**src/fm_disc_pkg.sv**
```systemverilog
/*
 * Constants, register map and carrier types for the digital FM
 * discriminator block.
 * Assumes: one 20 MHz clock, APB slave with 8-bit byte addresses.
 */
// Notes on behaviour
// - square IF input into clean one-bit logic
// - mixed path samples at bus clock over two
// - mixed-down output carries the sampled input directly
// - discriminator samples at crystal divided by D
// - only one bit kept per sample
// - output is sample XOR sample M earlier
// - delay counted in crystal-derived sample periods
// - normal command 01: second-byte bit5 powers discriminator
// - setup 10xxxxxx/xx1xxx00 loads D and M select
// - select 00,10,01,11 give D/M 2/39,3/40,3/37,2/38
// - setup also loads lock filter and oscillator mode
// - discriminator output is full-swing logic
package fm_disc_pkg;

    // ************************************************************
    // register map
    // ************************************************************
    localparam logic [7:0] OFS_CMD    = 8'h00; // command write
    localparam logic [7:0] OFS_STATUS = 8'h04; // settings and state
    localparam logic [7:0] OFS_DATA   = 8'h08; // packed output pop

    // status field positions
    localparam int ST_SEL_LSB  = 0;
    localparam int ST_LOCK     = 2;
    localparam int ST_OSC_LSB  = 3;
    localparam int ST_POWER    = 6;
    localparam int ST_CNT_LSB  = 8;
    localparam int ST_LOST     = 16;

    // ************************************************************
    // command decode constants
    // ************************************************************
    localparam logic [1:0] OP_NORMAL    = 2'h1;
    localparam logic [1:0] OP_SETUP     = 2'h2;
    localparam int         BIT_POWER    = 5;
    localparam int         BIT_DISCSEL  = 5; // third-byte marker bit
    localparam logic [1:0] SETUP_LOW    = 2'h0;

    // reset values
    localparam logic [1:0] RST_SEL   = 2'h0;
    localparam logic [2:0] RST_OSC   = 3'h6;
    localparam logic       RST_LOCK  = 1'h0;
    localparam logic       RST_POWER = 1'h0;

    // divider and delay per select code {bit7,bit6}
    localparam logic [1:0] D_SEL00 = 2'h2;
    localparam logic [1:0] D_SEL10 = 2'h3;
    localparam logic [1:0] D_SEL01 = 2'h3;
    localparam logic [1:0] D_SEL11 = 2'h2;
    localparam logic [5:0] M_SEL00 = 6'h27; // 39
    localparam logic [5:0] M_SEL10 = 6'h28; // 40
    localparam logic [5:0] M_SEL01 = 6'h25; // 37
    localparam logic [5:0] M_SEL11 = 6'h26; // 38
    localparam int         M_MAX   = 40;

    // ************************************************************
    // carrier types
    // ************************************************************
    typedef struct packed {
        logic [1:0] sel;      // divider/delay select
        logic       lockFilt; // lock logic filter period
        logic [2:0] oscMode;  // clock oscillator mode
    } setup_t;

    typedef struct packed {
        logic [1:0] d;
        logic [5:0] m;
    } divdelay_t;

endpackage : fm_disc_pkg

```
**src/fifo_buf.sv**
```systemverilog
/*
 * Flip-flop FIFO with valid/ready on both sides.
 * Assumes: single clock, synchronous active-high reset.
 */
module fifo_buf #(
    parameter int WIDTH = 32,
    parameter int DEPTH = 8,
    parameter int CW    = $clog2(DEPTH + 1)
) (
    input  wire logic             clk,
    input  wire logic             rst,
    input  wire logic [WIDTH-1:0] inData,
    input  wire logic             inValid,
    output      logic             inReady,
    output      logic [WIDTH-1:0] outData,
    output      logic             outValid,
    input  wire logic             outReady,
    output      logic [CW-1:0]    count
);
    localparam int AW = (DEPTH > 1) ? $clog2(DEPTH) : 1;

    logic [WIDTH-1:0] mem_ff [DEPTH];
    logic [AW-1:0]    wrPtr_ff;
    logic [AW-1:0]    rdPtr_ff;
    logic [CW-1:0]    cnt_ff;
    wire              doPush;
    wire              doPop;

    // honest flags come straight from the occupancy count
    assign inReady  = (cnt_ff != CW'(DEPTH));
    assign outValid = (cnt_ff != '0);
    assign outData  = mem_ff[rdPtr_ff];
    assign count    = cnt_ff;
    assign doPush   = inValid & inReady;
    assign doPop    = outValid & outReady;

    // pointer wrap helper, depth need not be a power of two
    function automatic logic [AW-1:0] bump(input logic [AW-1:0] p);
        bump = (p == AW'(DEPTH - 1)) ? '0 : AW'(p + 1'b1);
    endfunction : bump

    // pointers and count
    always_ff @(posedge clk) begin
        if (rst) begin
            wrPtr_ff <= '0;
            rdPtr_ff <= '0;
            cnt_ff   <= '0;
        end else begin
            if (doPush) wrPtr_ff <= bump(wrPtr_ff);
            if (doPop) rdPtr_ff <= bump(rdPtr_ff);
            cnt_ff <= CW'(cnt_ff + CW'(doPush) - CW'(doPop));
        end
    end

    // storage has no reset; only written slots are ever read
    always_ff @(posedge clk) begin
        if (doPush) mem_ff[wrPtr_ff] <= inData;
    end

    AST_FIFO_NOOVER: assert property (@(posedge clk) disable iff (rst)
        cnt_ff <= CW'(DEPTH))
        else $error("fifo count above depth");
endmodule : fifo_buf

```
**src/fm_discriminator.sv**
```systemverilog
/*
 * Digital FM quadrature discriminator with mixed-down IF path,
 * command decoder and APB register access.
 * Assumes: clk stands for the crystal clock; IF input and bus clock
 * are level inputs sampled by clk; APB master per the AMBA protocol.
 */
module fm_discriminator #(
    parameter int LINE_LEN   = fm_disc_pkg::M_MAX,
    parameter int FIFO_DEPTH = 8,
    parameter int WORD_W     = 32
) (
    input  wire logic        clk,
    input  wire logic        rst,
    input  wire logic        ifLimitedInput,
    input  wire logic        chipsetBusClock,
    input  wire logic        psel,
    input  wire logic        penable,
    input  wire logic        pwrite,
    input  wire logic [7:0]  paddr,
    input  wire logic [31:0] pwdata,
    output      logic [31:0] prdata,
    output      logic        pready,
    output      logic        pslverr,
    output      logic        mixedDownOutput,
    output      logic        discOutput
);
    localparam int CW = $clog2(FIFO_DEPTH + 1);

    // ************************************************************
    // input squaring and synchronisers
    // ************************************************************
    logic ifMeta_ff, ifSync_ff, ifHold_ff, sq_ff;
    logic cbMeta_ff, cbSync_ff, cbLast_ff;

    // first stage feeds only the second; hysteresis needs two agreeing
    // samples so a slow or noisy edge cannot chatter
    always_ff @(posedge clk) begin
        if (rst) begin
            ifMeta_ff <= 1'b0;
            ifSync_ff <= 1'b0;
            ifHold_ff <= 1'b0;
            sq_ff     <= 1'b0;
        end else begin
            ifMeta_ff <= ifLimitedInput;
            ifSync_ff <= ifMeta_ff;
            ifHold_ff <= ifSync_ff;
            if (ifSync_ff == ifHold_ff) sq_ff <= ifHold_ff;
        end
    end

    always_ff @(posedge clk) begin
        if (rst) begin
            cbMeta_ff <= 1'b0;
            cbSync_ff <= 1'b0;
            cbLast_ff <= 1'b0;
        end else begin
            cbMeta_ff <= chipsetBusClock;
            cbSync_ff <= cbMeta_ff;
            cbLast_ff <= cbSync_ff;
        end
    end

    // ************************************************************
    // mixed-down path
    // ************************************************************
    logic halfDiv_ff, mix_ff;
    wire  cbRise   = cbSync_ff & ~cbLast_ff;
    wire  mixTick  = cbRise & halfDiv_ff;

    // every second bus clock rise takes one sample
    always_ff @(posedge clk) begin
        if (rst) begin
            halfDiv_ff <= 1'b0;
            mix_ff     <= 1'b0;
        end else begin
            if (cbRise) halfDiv_ff <= ~halfDiv_ff;
            if (mixTick) mix_ff <= sq_ff;
        end
    end
    assign mixedDownOutput = mix_ff;

    // ************************************************************
    // command state
    // ************************************************************
    fm_disc_pkg::setup_t setup_ff;
    logic                power_ff;
    wire                 apbDone = psel & penable & pready;
    wire                 isCmd   = (paddr == fm_disc_pkg::OFS_CMD);
    wire                 isStat  = (paddr == fm_disc_pkg::OFS_STATUS);
    wire                 isData  = (paddr == fm_disc_pkg::OFS_DATA);
    wire                 cmdWr   = apbDone & pwrite & isCmd;
    wire [7:0]           byte1   = pwdata[7:0];
    wire [7:0]           byte2   = pwdata[15:8];
    wire [7:0]           byte3   = pwdata[23:16];
    // other opcodes drive functions outside this block and are ignored
    wire isNormal = cmdWr & (byte2[7:6] == fm_disc_pkg::OP_NORMAL);
    wire isSetup  = cmdWr & (byte2[7:6] == fm_disc_pkg::OP_SETUP)
                  & byte3[fm_disc_pkg::BIT_DISCSEL]
                  & (byte3[1:0] == fm_disc_pkg::SETUP_LOW);

    // command bytes land in the state only on a completed write
    always_ff @(posedge clk) begin
        if (rst) begin
            setup_ff.sel      <= fm_disc_pkg::RST_SEL;
            setup_ff.lockFilt <= fm_disc_pkg::RST_LOCK;
            setup_ff.oscMode  <= fm_disc_pkg::RST_OSC;
            power_ff          <= fm_disc_pkg::RST_POWER;
        end else begin
            if (isNormal) power_ff <= byte2[fm_disc_pkg::BIT_POWER];
            if (isSetup) begin
                setup_ff.sel      <= byte1[7:6];
                setup_ff.lockFilt <= byte1[5];
                setup_ff.oscMode  <= byte1[2:0];
            end
        end
    end

    // ************************************************************
    // divider, delay line and exclusive-OR
    // ************************************************************
    // one table serves both the sample divider and the delay tap
    function automatic fm_disc_pkg::divdelay_t decode(input logic [1:0] s);
        case (s)
            2'h0:    decode = '{fm_disc_pkg::D_SEL00, fm_disc_pkg::M_SEL00};
            2'h2:    decode = '{fm_disc_pkg::D_SEL10, fm_disc_pkg::M_SEL10};
            2'h1:    decode = '{fm_disc_pkg::D_SEL01, fm_disc_pkg::M_SEL01};
            default: decode = '{fm_disc_pkg::D_SEL11, fm_disc_pkg::M_SEL11};
        endcase
    endfunction : decode

    fm_disc_pkg::divdelay_t dm;
    logic [1:0]          divCnt_ff;
    logic [LINE_LEN-1:0] line_ff;
    logic                disc_ff;
    assign dm = decode(setup_ff.sel);
    wire  sampEn  = (divCnt_ff == 2'(dm.d - 2'h1));
    wire  tapBit  = line_ff[6'(dm.m - 6'h1)];
    wire  xorBit  = sq_ff ^ tapBit;

    // sample clock and delay both count crystal periods, so the
    // comparison span never wanders
    always_ff @(posedge clk) begin
        if (rst) divCnt_ff <= '0;
        else divCnt_ff <= sampEn ? 2'h0 : 2'(divCnt_ff + 2'h1);
    end

    // one bit per sample; powered down holds output low
    always_ff @(posedge clk) begin
        if (rst) begin
            line_ff <= '0;
            disc_ff <= 1'b0;
        end else if (!power_ff) begin
            disc_ff <= 1'b0;
        end else if (sampEn) begin
            line_ff <= {line_ff[LINE_LEN-2:0], sq_ff};
            disc_ff <= xorBit;
        end
    end
    assign discOutput = disc_ff; // full logic swing

    // ************************************************************
    // output packer and FIFO
    // ************************************************************
    localparam int PW = $clog2(WORD_W);
    logic [WORD_W-1:0] pack_ff;
    logic [PW-1:0]     packCnt_ff;
    logic              packFull_ff, lost_ff;
    // head-valid as it stood when read data was latched; popping on the
    // live flag would drop a word pushed during the access phase
    logic              dataOk_ff;
    logic              inReady, outValid;
    logic [WORD_W-1:0] outData;
    logic [CW-1:0]     fifoCnt;
    wire               takeBit = power_ff & sampEn;
    wire               popData = apbDone & ~pwrite & isData & dataOk_ff;
    wire               statRd  = apbDone & ~pwrite & isStat;

    // a full word waits for FIFO space; bits arriving meanwhile are
    // dropped and flagged, which beats stalling the sample clock
    always_ff @(posedge clk) begin
        if (rst) begin
            pack_ff     <= '0;
            packCnt_ff  <= '0;
            packFull_ff <= 1'b0;
            lost_ff     <= 1'b0;
        end else begin
            if (packFull_ff && inReady) packFull_ff <= 1'b0;
            // the word leaves in a push cycle, so that cycle's bit still fits
            if (takeBit && (!packFull_ff || inReady)) begin
                pack_ff    <= {pack_ff[WORD_W-2:0], xorBit};
                packCnt_ff <= PW'(packCnt_ff + 1'b1);
                if (packCnt_ff == PW'(WORD_W - 1)) packFull_ff <= 1'b1;
            end
            // set wins over the read-clear
            if (takeBit && packFull_ff && !inReady) lost_ff <= 1'b1;
            else if (statRd) lost_ff <= 1'b0;
        end
    end

    fifo_buf #(.WIDTH(WORD_W), .DEPTH(FIFO_DEPTH)) u_fifo (
        .clk      (clk),
        .rst      (rst),
        .inData   (pack_ff),
        .inValid  (packFull_ff),
        .inReady  (inReady),
        .outData  (outData),
        .outValid (outValid),
        .outReady (popData),
        .count    (fifoCnt)
    );

    // ************************************************************
    // APB slave: one wait state on every access
    // ************************************************************
    logic        pready_ff, pslverr_ff;
    logic [31:0] prdata_ff;
    logic [31:0] statWord;
    logic [31:0] rdMux;
    wire         mapped = isCmd | isStat | isData;

    always_comb begin
        statWord = '0;
        statWord[fm_disc_pkg::ST_SEL_LSB +: 2] = setup_ff.sel;
        statWord[fm_disc_pkg::ST_LOCK]         = setup_ff.lockFilt;
        statWord[fm_disc_pkg::ST_OSC_LSB +: 3] = setup_ff.oscMode;
        statWord[fm_disc_pkg::ST_POWER]        = power_ff;
        statWord[fm_disc_pkg::ST_CNT_LSB +: CW] = fifoCnt;
        statWord[fm_disc_pkg::ST_LOST]         = lost_ff;
    end
    assign rdMux = isStat ? statWord :
                   (isData && outValid) ? outData : 32'h0000_0000;

    // ready rises in the second access cycle, read data with it
    always_ff @(posedge clk) begin
        if (rst) begin
            pready_ff  <= 1'b0;
            pslverr_ff <= 1'b0;
            prdata_ff  <= '0;
            dataOk_ff  <= 1'b0;
        end else begin
            pready_ff  <= psel & penable & ~pready_ff;
            dataOk_ff  <= isData & outValid;
            pslverr_ff <= psel & penable & ~pready_ff & ~mapped;
            prdata_ff  <= (psel & ~pwrite) ? rdMux : 32'h0000_0000;
        end
    end
    assign pready  = pready_ff;
    assign pslverr = pslverr_ff;
    assign prdata  = prdata_ff;

    // ************************************************************
    // checks
    // ************************************************************
    // all assertions run on the one crystal clock and drop out in reset
    AST_MIX_TRACK: assert property (@(posedge clk) disable iff (rst)
        mixTick |=> mix_ff == $past(sq_ff))
        else $error("mixed output missed its sample");
    AST_MIX_HALF: assert property (@(posedge clk) disable iff (rst)
        cbRise && !halfDiv_ff |=> $stable(mix_ff))
        else $error("mixed output sampled on odd bus edge");
    // a setup landing mid-count may bend one gap, so demand a steady select
    AST_SAMP_PERIOD: assert property (@(posedge clk) disable iff (rst)
        sampEn && dm.d == 2'h3 ##1 $stable(setup_ff.sel)
        ##1 $stable(setup_ff.sel) ##1 $stable(setup_ff.sel)
        |-> sampEn && !$past(sampEn) && !$past(sampEn, 2))
        else $error("sample period not D");
    AST_XOR: assert property (@(posedge clk) disable iff (rst)
        power_ff && sampEn && $stable(power_ff)
        |=> disc_ff == ($past(sq_ff) ^ $past(tapBit)))
        else $error("discriminator output not xor of taps");
    AST_DELAY: assert property (@(posedge clk) disable iff (rst)
        power_ff && sampEn |=> line_ff[0] == $past(sq_ff)
            && line_ff[1] == $past(line_ff[0]))
        else $error("delay line did not take one sample");
    // the line moves only on sample enables, so the span is D*M crystals
    AST_LINE_HOLD: assert property (@(posedge clk) disable iff (rst)
        !sampEn |=> $stable(line_ff))
        else $error("delay line moved between samples");
    AST_POWER_OFF: assert property (@(posedge clk) disable iff (rst)
        isNormal && !byte2[fm_disc_pkg::BIT_POWER] |=> ##1 !disc_ff)
        else $error("discriminator active after power down");
    AST_SETUP_LOAD: assert property (@(posedge clk) disable iff (rst)
        isSetup |=> setup_ff.sel == $past(byte1[7:6]))
        else $error("setup command did not load select");
    AST_DECODE: assert property (@(posedge clk) disable iff (rst)
        setup_ff.sel == 2'h2 |-> dm.d == 2'h3 && dm.m == 6'h28)
        else $error("select 10 decode wrong");
    AST_OSC_LOAD: assert property (@(posedge clk) disable iff (rst)
        isSetup |=> setup_ff.oscMode == $past(byte1[2:0])
                    && setup_ff.lockFilt == $past(byte1[5]))
        else $error("setup side bits not loaded");
    AST_SEL_HOLD: assert property (@(posedge clk) disable iff (rst)
        !isSetup |=> $stable(setup_ff.sel))
        else $error("select changed without setup");
    AST_SQ_STABLE: assert property (@(posedge clk) disable iff (rst)
        $changed(sq_ff) |-> $past(ifSync_ff) == $past(ifHold_ff))
        else $error("squared input changed without agreement");

    // main scenarios: setup, power-up sampling, FIFO full, pop, loss
    COV_SETUP:   cover property (@(posedge clk) isSetup);
    COV_POWERON: cover property (@(posedge clk) isNormal ##[1:20] sampEn);
    COV_FULL:    cover property (@(posedge clk) !inReady);
    COV_POP:     cover property (@(posedge clk) popData);
    COV_LOST:    cover property (@(posedge clk) lost_ff);
endmodule : fm_discriminator

```
**config.mk**
```make
export PLATFORM = sky130hd
export DESIGN_NAME = fm_discriminator
export DESIGN_NICKNAME = d
export VERILOG_FILES = /design/src/fm_disc_pkg.sv /design/src/fifo_buf.sv /design/src/fm_discriminator.sv
export SDC_FILE = /design/constraint.sdc
export NUM_CORES = 1
export LEC_CHECK = 0
export BUFFER_PORTS_ARGS = -buffer_cell sky130_fd_sc_hd__buf_2
export CORE_MARGIN = 2
export CORE_UTILIZATION = 35
export DETAILED_ROUTE_END_ITERATION = 8
export MAX_ROUTING_LAYER = met4
export PLACE_DENSITY = 0.59
export SYNTH_ARGS = -nofsm -noshare
export SYNTH_HDL_FRONTEND = slang
export SYNTH_HIERARCHICAL = 1
export SYNTH_SLANG_ARGS = --single-unit
export TNS_END_PERCENT = 1
```
**constraint.sdc**
```tcl
create_clock -name clk -period 9.4 [get_ports clk]
set_input_delay 0 -clock clk [delete_from_list [all_inputs] [get_ports clk]]
set_output_delay 0 -clock clk [all_outputs]
set_load 0.005 [all_outputs]
```
### Word-level counts from Yosys, hierarchy flattened

Memories as Yosys holds them, arrays and structs flattened. A register that Yosys moved wholly into a read port is not among the register bits.
Index checks and enable logic that the tools add are counted.

* $add $sub $neg: 8
* magnitude comparators: 1
* equal/unequal tests: 12
* multiplexer cells: 16
* bitwise operators: 32
* reduce and logical (&&, ||, !) cells: 18

Operators by type and width (number)
* $mux W17: 2
* $and A1 B1 Y1: 21
* $pmux W7 S3: 1
* $mux W3: 4
* $eq A8 B3 Y1 const B: 1
* $eq A8 B4 Y1 const B: 1
* $logic_not A8 Y1: 1
* $mux W1: 8
* $not A1 Y1: 8
* $lt A6 B7 Y1 const B: 1
* $add A3 B1 Y3 const B: 2
* $bmux W1 S6: 1
* $eq A3 B3 Y1 const B: 2
* $reduce_or A2 Y1: 3
* $sub A6 B1 Y6 const B: 1
* $add A5 B1 Y5 const B: 1
* $eq A5 B5 Y1 const B: 1
* $logic_and A1 B1 Y1: 5
* $add A4 B1 Y4: 1
* $eq A2 B1 Y1 const B: 2
* $eq A2 B2 Y1 const B: 2
* $logic_not A2 Y1: 2
* $ne A4 B4 Y1 const B: 1
* $reduce_bool A4 Y1: 1
* other kinds (12): 14

* bits in registers: 143
* bits in writable memories: 256
* input bits: 47
* output and inout port bits: 36
* logic and storage cells: 116
* memories kept: 1

Memories
* u_fifo.mem_ff: words 8, bits a word 32, rd ports 1, clocked after Yosys merged registers in 1, wr ports 1, line fifo_buf.sv:22 `logic [WIDTH-1:0] mem_ff [DEPTH];`

### Longest topological paths before layout

Gate-level depths: netlist of run 1.

* word-level depth: 8
* mapped depth: 12

### Hierarchy

Netlist of run 1, hierarchy kept.

By module, submodules not included
* fifo_buf: instances 1, cells each 446, area an instance 10482.6 um2
* fm_discriminator: instances 1, cells each 536, area an instance 4773.3 um2

### Least setup slack after synthesis of run 1

OpenSTA, ideal clock, no wires.

* path kind: register -> register
* from: register u_fifo.cnt_ff[2] (netlist: u_fifo/count[2])
* to: memory u_fifo.mem_ff[0][0] (enable)
* setup time: 0.501 ns
* arrival time: 3.947 ns
* data required time: 8.899 ns
* setup slack: 4.952 ns
* cell stages (with the launch flop): 6
* path through: dfxtp_1 -> inv_1 -> ha_1 -> or3b_2 -> nand2_2 -> nor4_1

* word-level cells in the longest chain between the ends: 4

RTL lines
* start, declared: line fifo_buf.sv:25 `logic [CW-1:0] cnt_ff;`
* start signal, assigned: line fifo_buf.sv:51 `cnt_ff <= CW'(cnt_ff + CW'(doPush) - CW'(doPop));`
* $ne A4 B4 Y1: line fifo_buf.sv:30 `assign inReady = (cnt_ff != CW'(DEPTH));`
* via inReady: line fm_discriminator.sv:171 `logic inReady, outValid;`
* $and A1 B1 Y1: line fifo_buf.sv:34 `assign doPush = inValid & inReady;`
* $mux W1: line fifo_buf.sv:57 `if (doPush) mem_ff[wrPtr_ff] <= inData;`
* $mux W1 (not written as such): line fifo_buf.sv:57
* end, declared: line fifo_buf.sv:22

The timed path passes the listed nets, and every way through them passes these cells.

### Worst setup path in the final report of run 1

* from: register setup_ff[5] (netlist name)
* to: register pack_ff[8]

* word-level cells in the longest chain between the ends: 6

RTL lines
* start, declared: line fm_discriminator.sv:85 `fm_disc_pkg::setup_t setup_ff;`
* $eq A2 B1 Y1 (tied with other cells): line fm_discriminator.sv:123 `case (s)`
* $pmux W7 S3 *: line fm_discriminator.sv:123
* $sub A2 B1 Y2 *: line fm_discriminator.sv:136 `wire sampEn = (divCnt_ff == 2'(dm.d - 2'h1));`
* $eq A2 B2 Y1 *: line fm_discriminator.sv:136
* $and A1 B1 Y1 *: line fm_discriminator.sv:174 `wire takeBit = power_ff & sampEn;`
* $logic_and A1 B1 Y1 *: line fm_discriminator.sv:189 `if (takeBit && (!packFull_ff || inReady)) begin`
* end signal, assigned: line fm_discriminator.sv:190 `pack_ff <= {pack_ff[WORD_W-2:0], xorBit};`
* end, declared: line fm_discriminator.sv:165 `logic [WORD_W-1:0] pack_ff;`

Every way passes the cells marked *; elsewhere a longest branch is shown, timed or not.
A chain may end at the register's enable or synchronous reset.

==> results of run 1 <==
-- stage by stage --
step | cells | instance area (um^2) | power [mW] | worst slack [ns]
after floorplan | 982 | 15300 | 1.91 | 4.95
after global placement | 1589 | 16200 | 1.92 | 6.72
after detailed placement | 1589 | 16200 | 1.92 | 6.72
after CTS | 1694 | 17700 | 3.42 | 6.71
after global routing | 1694 | 17700 | 3.50 | 6.50
final | 1694 | 17700 | 3.38 | 6.69
-- cells by family after synthesis --
logic type | synth area share (%)
flip-flops | 69.5
AND/OR/NAND/NOR | 8.62
AO/OA/AOI/OAI | 4.22
multiplexers | 13.5
buffers and inverters | 2.17
adder cells (fa/ha/maj) | 1.69
XOR/XNOR | 0.230
-- how the worst max path moves through the flow --
stage                                endpoint             from  depth (start not counted)
after floorplan           u_fifo/mem_ff[0][0]  u_fifo/count[2]                          5
after global placement              prdata[6]             flop                          4
after detailed placement            prdata[6]             flop                          4
after CTS                           prdata[6]             flop                          4
after global routing               pack_ff[8]      setup_ff[5]                          7
final                              pack_ff[8]      setup_ff[5]                          7
-- layer usage --
layer / global-route usage, % / vias up / wire length (um)
met5: - / - / 0
met4: 3.21 / 0 / 410
met1: 18.5 / 4097 / 13800
met3: 2.47 / 39 / 1350
met2: 21.1 / 164 / 13400
li1: - / 3879 / -
-- sequential cells by signal, summed over array words and instances, names as in the netlist, 2 cells and up, named ones only --
name	flops
u_fifo/wrPtr_ff	3
line_ff	40
packCnt_ff	5
u_fifo/mem_ff	256
u_fifo/count	4
prdata	32
pack_ff	32
divCnt_ff	2
u_fifo/rdPtr_ff	3
setup_ff	6
-- report_power, final --
group / total (mW) / leakage (nW) / internal [mW] / switching, mW
registers: 1.86 / 3.55 / 1.86 / 0.00149
clock network: 1.50 / 0.597 / 0.873 / 0.624
logic: 0.0298 / 1.81 / 0.0142 / 0.0157
total: 3.38 / 5.96 / 2.74 / 0.641
-- critical path: stages (launching register included) --
cell and delay [ns]:
dfxtp_1 0.43, inv_1 0.09, ha_1 0.44, and4b_1 0.34
o21a_1 0.58, buf_4 0.42, nand2_1 0.16, a21oi_1 0.14
-- placed cells by master, fill, tap and decap left out, drive strengths merged, types with 3 or more instances in the layout --
cell type	instances
a21oi	84
a22o	12
and2	22
and3	4
buf	77
clkbuf	66
clkinv	4
dfxtp	146
dlygate4sd3	34
edfxtp	256
ha	19
inv	8
mux2	34
mux2i	9
mux4	64
nand2	157
nand2b	17
nand3	9
nand4	6
nor2	18
nor2b	11
nor3	8
nor3b	3
nor4	3
o21ai	9
or3b	4
xnor2	3
-- Yosys cell counts (2+ instances only) --
library cell,n
inv_1,8
mux4_1,40
xnor2_1,3
a22o_1,12
nand2b_1,17
nand2_1,156
a21oi_1,84
clkbuf_1,18
nor4_1,2
buf_2,22
and2_1,22
buf_4,3
edfxtp_1,256
nor2b_1,11
o21bai_1,2
or3b_2,4
nor3_1,8
mux4_2,24
mux2_2,34
nand4_1,5
nor3b_1,3
clkbuf_2,2
o21ai_0,8
dfxtp_1,146
ha_1,19
nor2_1,18
buf_6,7
nand3_1,9
buf_1,3
and3_1,4
or3_1,2
mux2i_1,9
-- cell type report --
type / instances / area [um^2] / share of cell area, %
clock buffers: 66 / 1200 / 6.78
clock inverters: 5 / 31.3 / 0.176
inverters: 8 / 30.0 / 0.169
multi-input cells: 517 / 4370 / 24.6
flip-flops and latches: 402 / 10600 / 59.8
well taps: 585 / 732 / 4.12
repair buffers: 111 / 766 / 4.32
==> run metrics, run 1 <==
CTS sink cnt 402; final core occ roughly two fifths; Yosys top cell by area edfxtp_1; mapped cell area between 15000 and 20000 um^2; post-DP HPWL roughly 15000 um; Num CTS Buffers 40; Final Hold Vio Count 0; synth top area cells edfxtp_1, dfxtp_1, mux4_1; Yosys warning count 6; Synth Area per Inst around 16 um^2; status complete, no violations; IO Pins 83; max_slew headroom between 20% and 30%; Ant. Diodes 0; number of flops mapped to enable cells by yosys 256; Clk Tree Root Cell clkbuf_16; kind of critical path flop to flop; CTS H-tree lvls 2; Tmin final roughly 2.7 ns; post-CTS sizing 0; wirelength, routed 28900 um; hold_ws ~0.037 ns; worst min-delay path class primary input to flop; Synth Register Bits roughly 400; first-pass GRT wire length around 46000 um; Async SR Flop Fraction 0%; hold path startpoint paddr[6]; Die H approximately 210 um; initial antenna violation count 0; Die Width about 210 um; CP arrival ~3.2 ns; Max clock buf depth 3; RSZ-0062 raised after global routing no; Rows 76; period utilization 28.8%; worst hold stages 6; Fmax ~0.37 GHz; Pleak approximately 6.0 nW; reg2reg start setup_ff[5]; GPL Wtd Cong 0.714; Setup TNS 0 ns; port buffer count 62; vias in the first global route about 8200; Clock Latency Late Sink around 0.52 ns; synth unique cells 53; clock-pin slew on the worst setup and hold paths roughly 0.060 ns; Area Growth Syn to Fin 16.3%; R2R depth 7; post-CTS setup buffer count 0; Worst R2R End pack_ff[8]; routed vias/inst 4.83; largest net degree at the start of global routing slightly above 100; sequential area share after synthesis a little over two thirds; TritonCTS clock tree built; layout filler cell count slightly below 4000; global-route usage over all layers a little over an eighth; Top FF cell, synth edfxtp_1; Slew @ Worst Pin ~1.1 ns; critical path launch point type flop; DRC errors left 0; layout cell share with drive strength beyond 1 a little under a fifth; largest fanout on the critical path 22; Final #Nets ~1100; wire per inst ~17 um; Initial Util 35.4%; skew final about 0.013 ns; critical path endpoint category flop; Max IR drop VDD about 0.00011 V; hold buffers post-CTS 34; critical path data required time between 9 and 10 ns; Slew Viols, Final 0; Routed Antenna Nets 0; Die Area approximately 45000 um^2; core area 43100 um^2; syn_nets 1049; vias post-DR 8179; gr ovfl total 0; internal reg-to-reg setup slack between 6 and 7 ns; initial DRC count approximately 490; post-synth top area share approximately 50%; final setup violation count 0; DRT Pass-1 Iters 4; Pwr Density about 190 nW/um^2; Cells after Synth 982; max_cap viols 0
(Power assumes the default switching activity.)
==> run 2, diff against run 1 <==
--- a/config.mk
+++ b/config.mk
@@ -10,7 +10,7 @@
 export CORE_UTILIZATION = 35
 export DETAILED_ROUTE_END_ITERATION = 8
 export MAX_ROUTING_LAYER = met4
-export PLACE_DENSITY = 0.59
+export PLACE_DENSITY = 0.6
 export SYNTH_ARGS = -nofsm -noshare
 export SYNTH_HDL_FRONTEND = slang
 export SYNTH_HIERARCHICAL = 1
==> constraint.sdc (replaced) <==
create_clock -name clk -period 2.2 [get_ports clk]
set_input_delay 0 -clock clk [delete_from_list [all_inputs] [get_ports clk]]
set_output_delay 0 -clock clk [all_outputs]
set_load 0.005 [all_outputs]
==> run 2 against run 1 <==
- fmax is 23% higher
- register-to-register slack worse by 6.7 ns
- largest power group unchanged
- core utilization is 1.8 points higher
- sequential cell count stayed put
- sequential share of layout area is 2.5 points lower
- worst setup slack worse by 6.7 ns
- largest cell class unchanged
- critical path depth is 3 higher
- via count is 1.7% higher
==> run metrics, run 2 (synthesized netlist as in run 1, its figures left out) <==
skew final around 0.018 ns; Fmax 0.455 GHz; vias in the first global route around 8200; final core occ 43.0%; R2R depth 10; CTS sink cnt around 400; Final Hold Vio Count 0; Clk Tree Root Cell clkbuf_16; Tmin final approximately 2.2 ns; CTS H-tree lvls 2; CP arrival 2.61 ns; reg2reg start u_fifo/count[2]; largest fanout on the critical path 3; IO Pins between 80 and 90; first-pass GRT wire length about 47000 um; hold_ws between 0.04 and 0.05 ns; hold path startpoint pwrite; critical path launch point type flop; wire per inst roughly 17 um; max_cap viols 0; core area 43100 um^2; GPL Wtd Cong 0.714; Slew @ Worst Pin between 1 and 1.5 ns; Die H approximately 210 um; Max clock buf depth 3; period utilization between 90% and 100%; worst hold stages 4; Clock Latency Late Sink between 0.5 and 0.6 ns; Post-DP Area ~17000 um^2; DRT Pass-1 Iters 5; critical path endpoint category flop; fin cells 1735; largest registers u_fifo/mem_ff: 256 flops, line_ff: 40 flops; Pwr Density roughly 780 nW/um^2; worst min-delay path class primary input to flop; internal reg-to-reg setup slack around 0.0046 ns; Final #Nets ~1200; Max IR drop VDD about 0.00051 V; port buffer count between 60 and 70; most common cell after layout, fill and taps aside edfxtp_1; routed vias/inst between 4 and 5; Worst R2R End u_fifo/count[1]; max_slew headroom between 20% and 30%; Num CTS Buffers between 40 and 50; hold endpoint lost_ff; final setup violation count 0; gr ovfl total 0; initial antenna violation count 1; Pleak 6.25 nW; max reg flops roughly 260; status complete, no violations; kind of critical path flop to flop; wirelength, routed 30300 um; Slew Viols, Final 0; global-route usage over all layers 13.8%; Rows between 70 and 80; vias post-DR slightly above 8000; layout cell share with drive strength beyond 1 23.8%; dpl cells 1620; initial DRC count 407; DRC errors left 0; Initial Util 35.4%; largest net degree at the start of global routing 98; clock-pin slew on the worst setup and hold paths 0.06 ns; Routed Antenna Nets 0; RSZ-0062 raised after global routing yes; TritonCTS clock tree built; Die Width about 210 um; critical path data required time ~2.6 ns; commonest non-fill, non-tap cells in the layout edfxtp_1, nand2_1, dfxtp_1, a21oi_1, buf_2; Area Growth Syn to Fin 21.4%; post-DP HPWL 17700 um; Top reg by flops u_fifo/mem_ff; post-route cell area ~19000 um^2; Die Area approximately 45000 um^2
==> run 2: changes by cell type in the layout (fill, tap and decap cells not counted), sizes merged <==
| cell | previous run | this run |
|---|---|---|
| inv | 8 | 9 |
| clkbuf | 66 | 58 |
| buf | 77 | 114 |
| diode | 0 | 1 |
| clkinv | 4 | 17 |
| dlygate4sd3 | 34 | 31 |
==> run 2: what timing repair did <==
| action | CTS | global route |
|---|---|---|
| cloned | 0 | 2 |
| resized for setup | 4 | 12 |
| setup endpoints to repair | 20 | 6 |
| hold endpoints to repair | 18 | 0 |
| hold buffers | 31 | 0 |
| buffers inserted | 3 | 4 |
| pin swaps | 2 | 2 |
==> run 2: layer usage <==
layer | GRT usage [%] | vias up | wire length, um
li1 | - | 3959 | -
met4 | 3.45 | 0 | 510
met5 | - | - | 0
met3 | 2.59 | 52 | 1360
met2 | 21.6 | 164 | 14100
met1 | 18.6 | 4139 | 14400
==> run 2: cell type report <==
cell class	count	area [um^2]
clock inverter	19	109
inverter	8	30.0
fill	3775	24600
multi-input combinational	517	4480
clock buffer	56	1130
sequential	402	10600
timing repair buffer	147	1420
tap	585	732
antenna	1	2.50
==> run 2: how the worst max path moves through the flow <==
stage	slack [ns]	to	cells after the start	startpoint
after global placement	-0.18	u_fifo/count[2]	10	u_fifo/count[2]
after CTS	-0.04	u_fifo/count[1]	10	u_fifo/count[2]
final	0.005	u_fifo/count[1]	10	u_fifo/count[2]
after floorplan	-0.36	u_fifo/mem_ff[6][0]	5	u_fifo/count[2]
after detailed placement	-0.22	prdata[27]	7	u_fifo/count[2]
after global routing	-0.06	u_fifo/count[1]	9	u_fifo/count[2]
==> run 2: critical path, cell delays in order (launching register included) <==
cell,delay [ns]
dfxtp_2,0.32
inv_2,0.08
buf_6,0.10
ha_2,0.14
or3b_4,0.42
nand2_8,0.09
ha_4,0.19
inv_2,0.06
ha_4,0.13
fa_2,0.41
nor2b_1,0.13
==> run 2: per-stage QoR <==
step                worst slack (ns)  TNS, ns  power, mW
finish                       0.00458        0       14.5
global route                 -0.0614   -0.121       15.0
CTS                          -0.0379  -0.0379       14.7
detailed placement            -0.223    -3.88       8.21
global placement              -0.177    -3.18       8.20
floorplan                     -0.364   -50.87       8.16
==> run 2: power breakdown <==
part / internal (mW) / leakage, nW / switching, mW
Clock: 3.63 / 0.619 / 2.80
Combinational: 0.0624 / 2.08 / 0.0682
Sequential: 7.93 / 3.55 / 0.00614
Total: 11.6 / 6.25 / 2.87
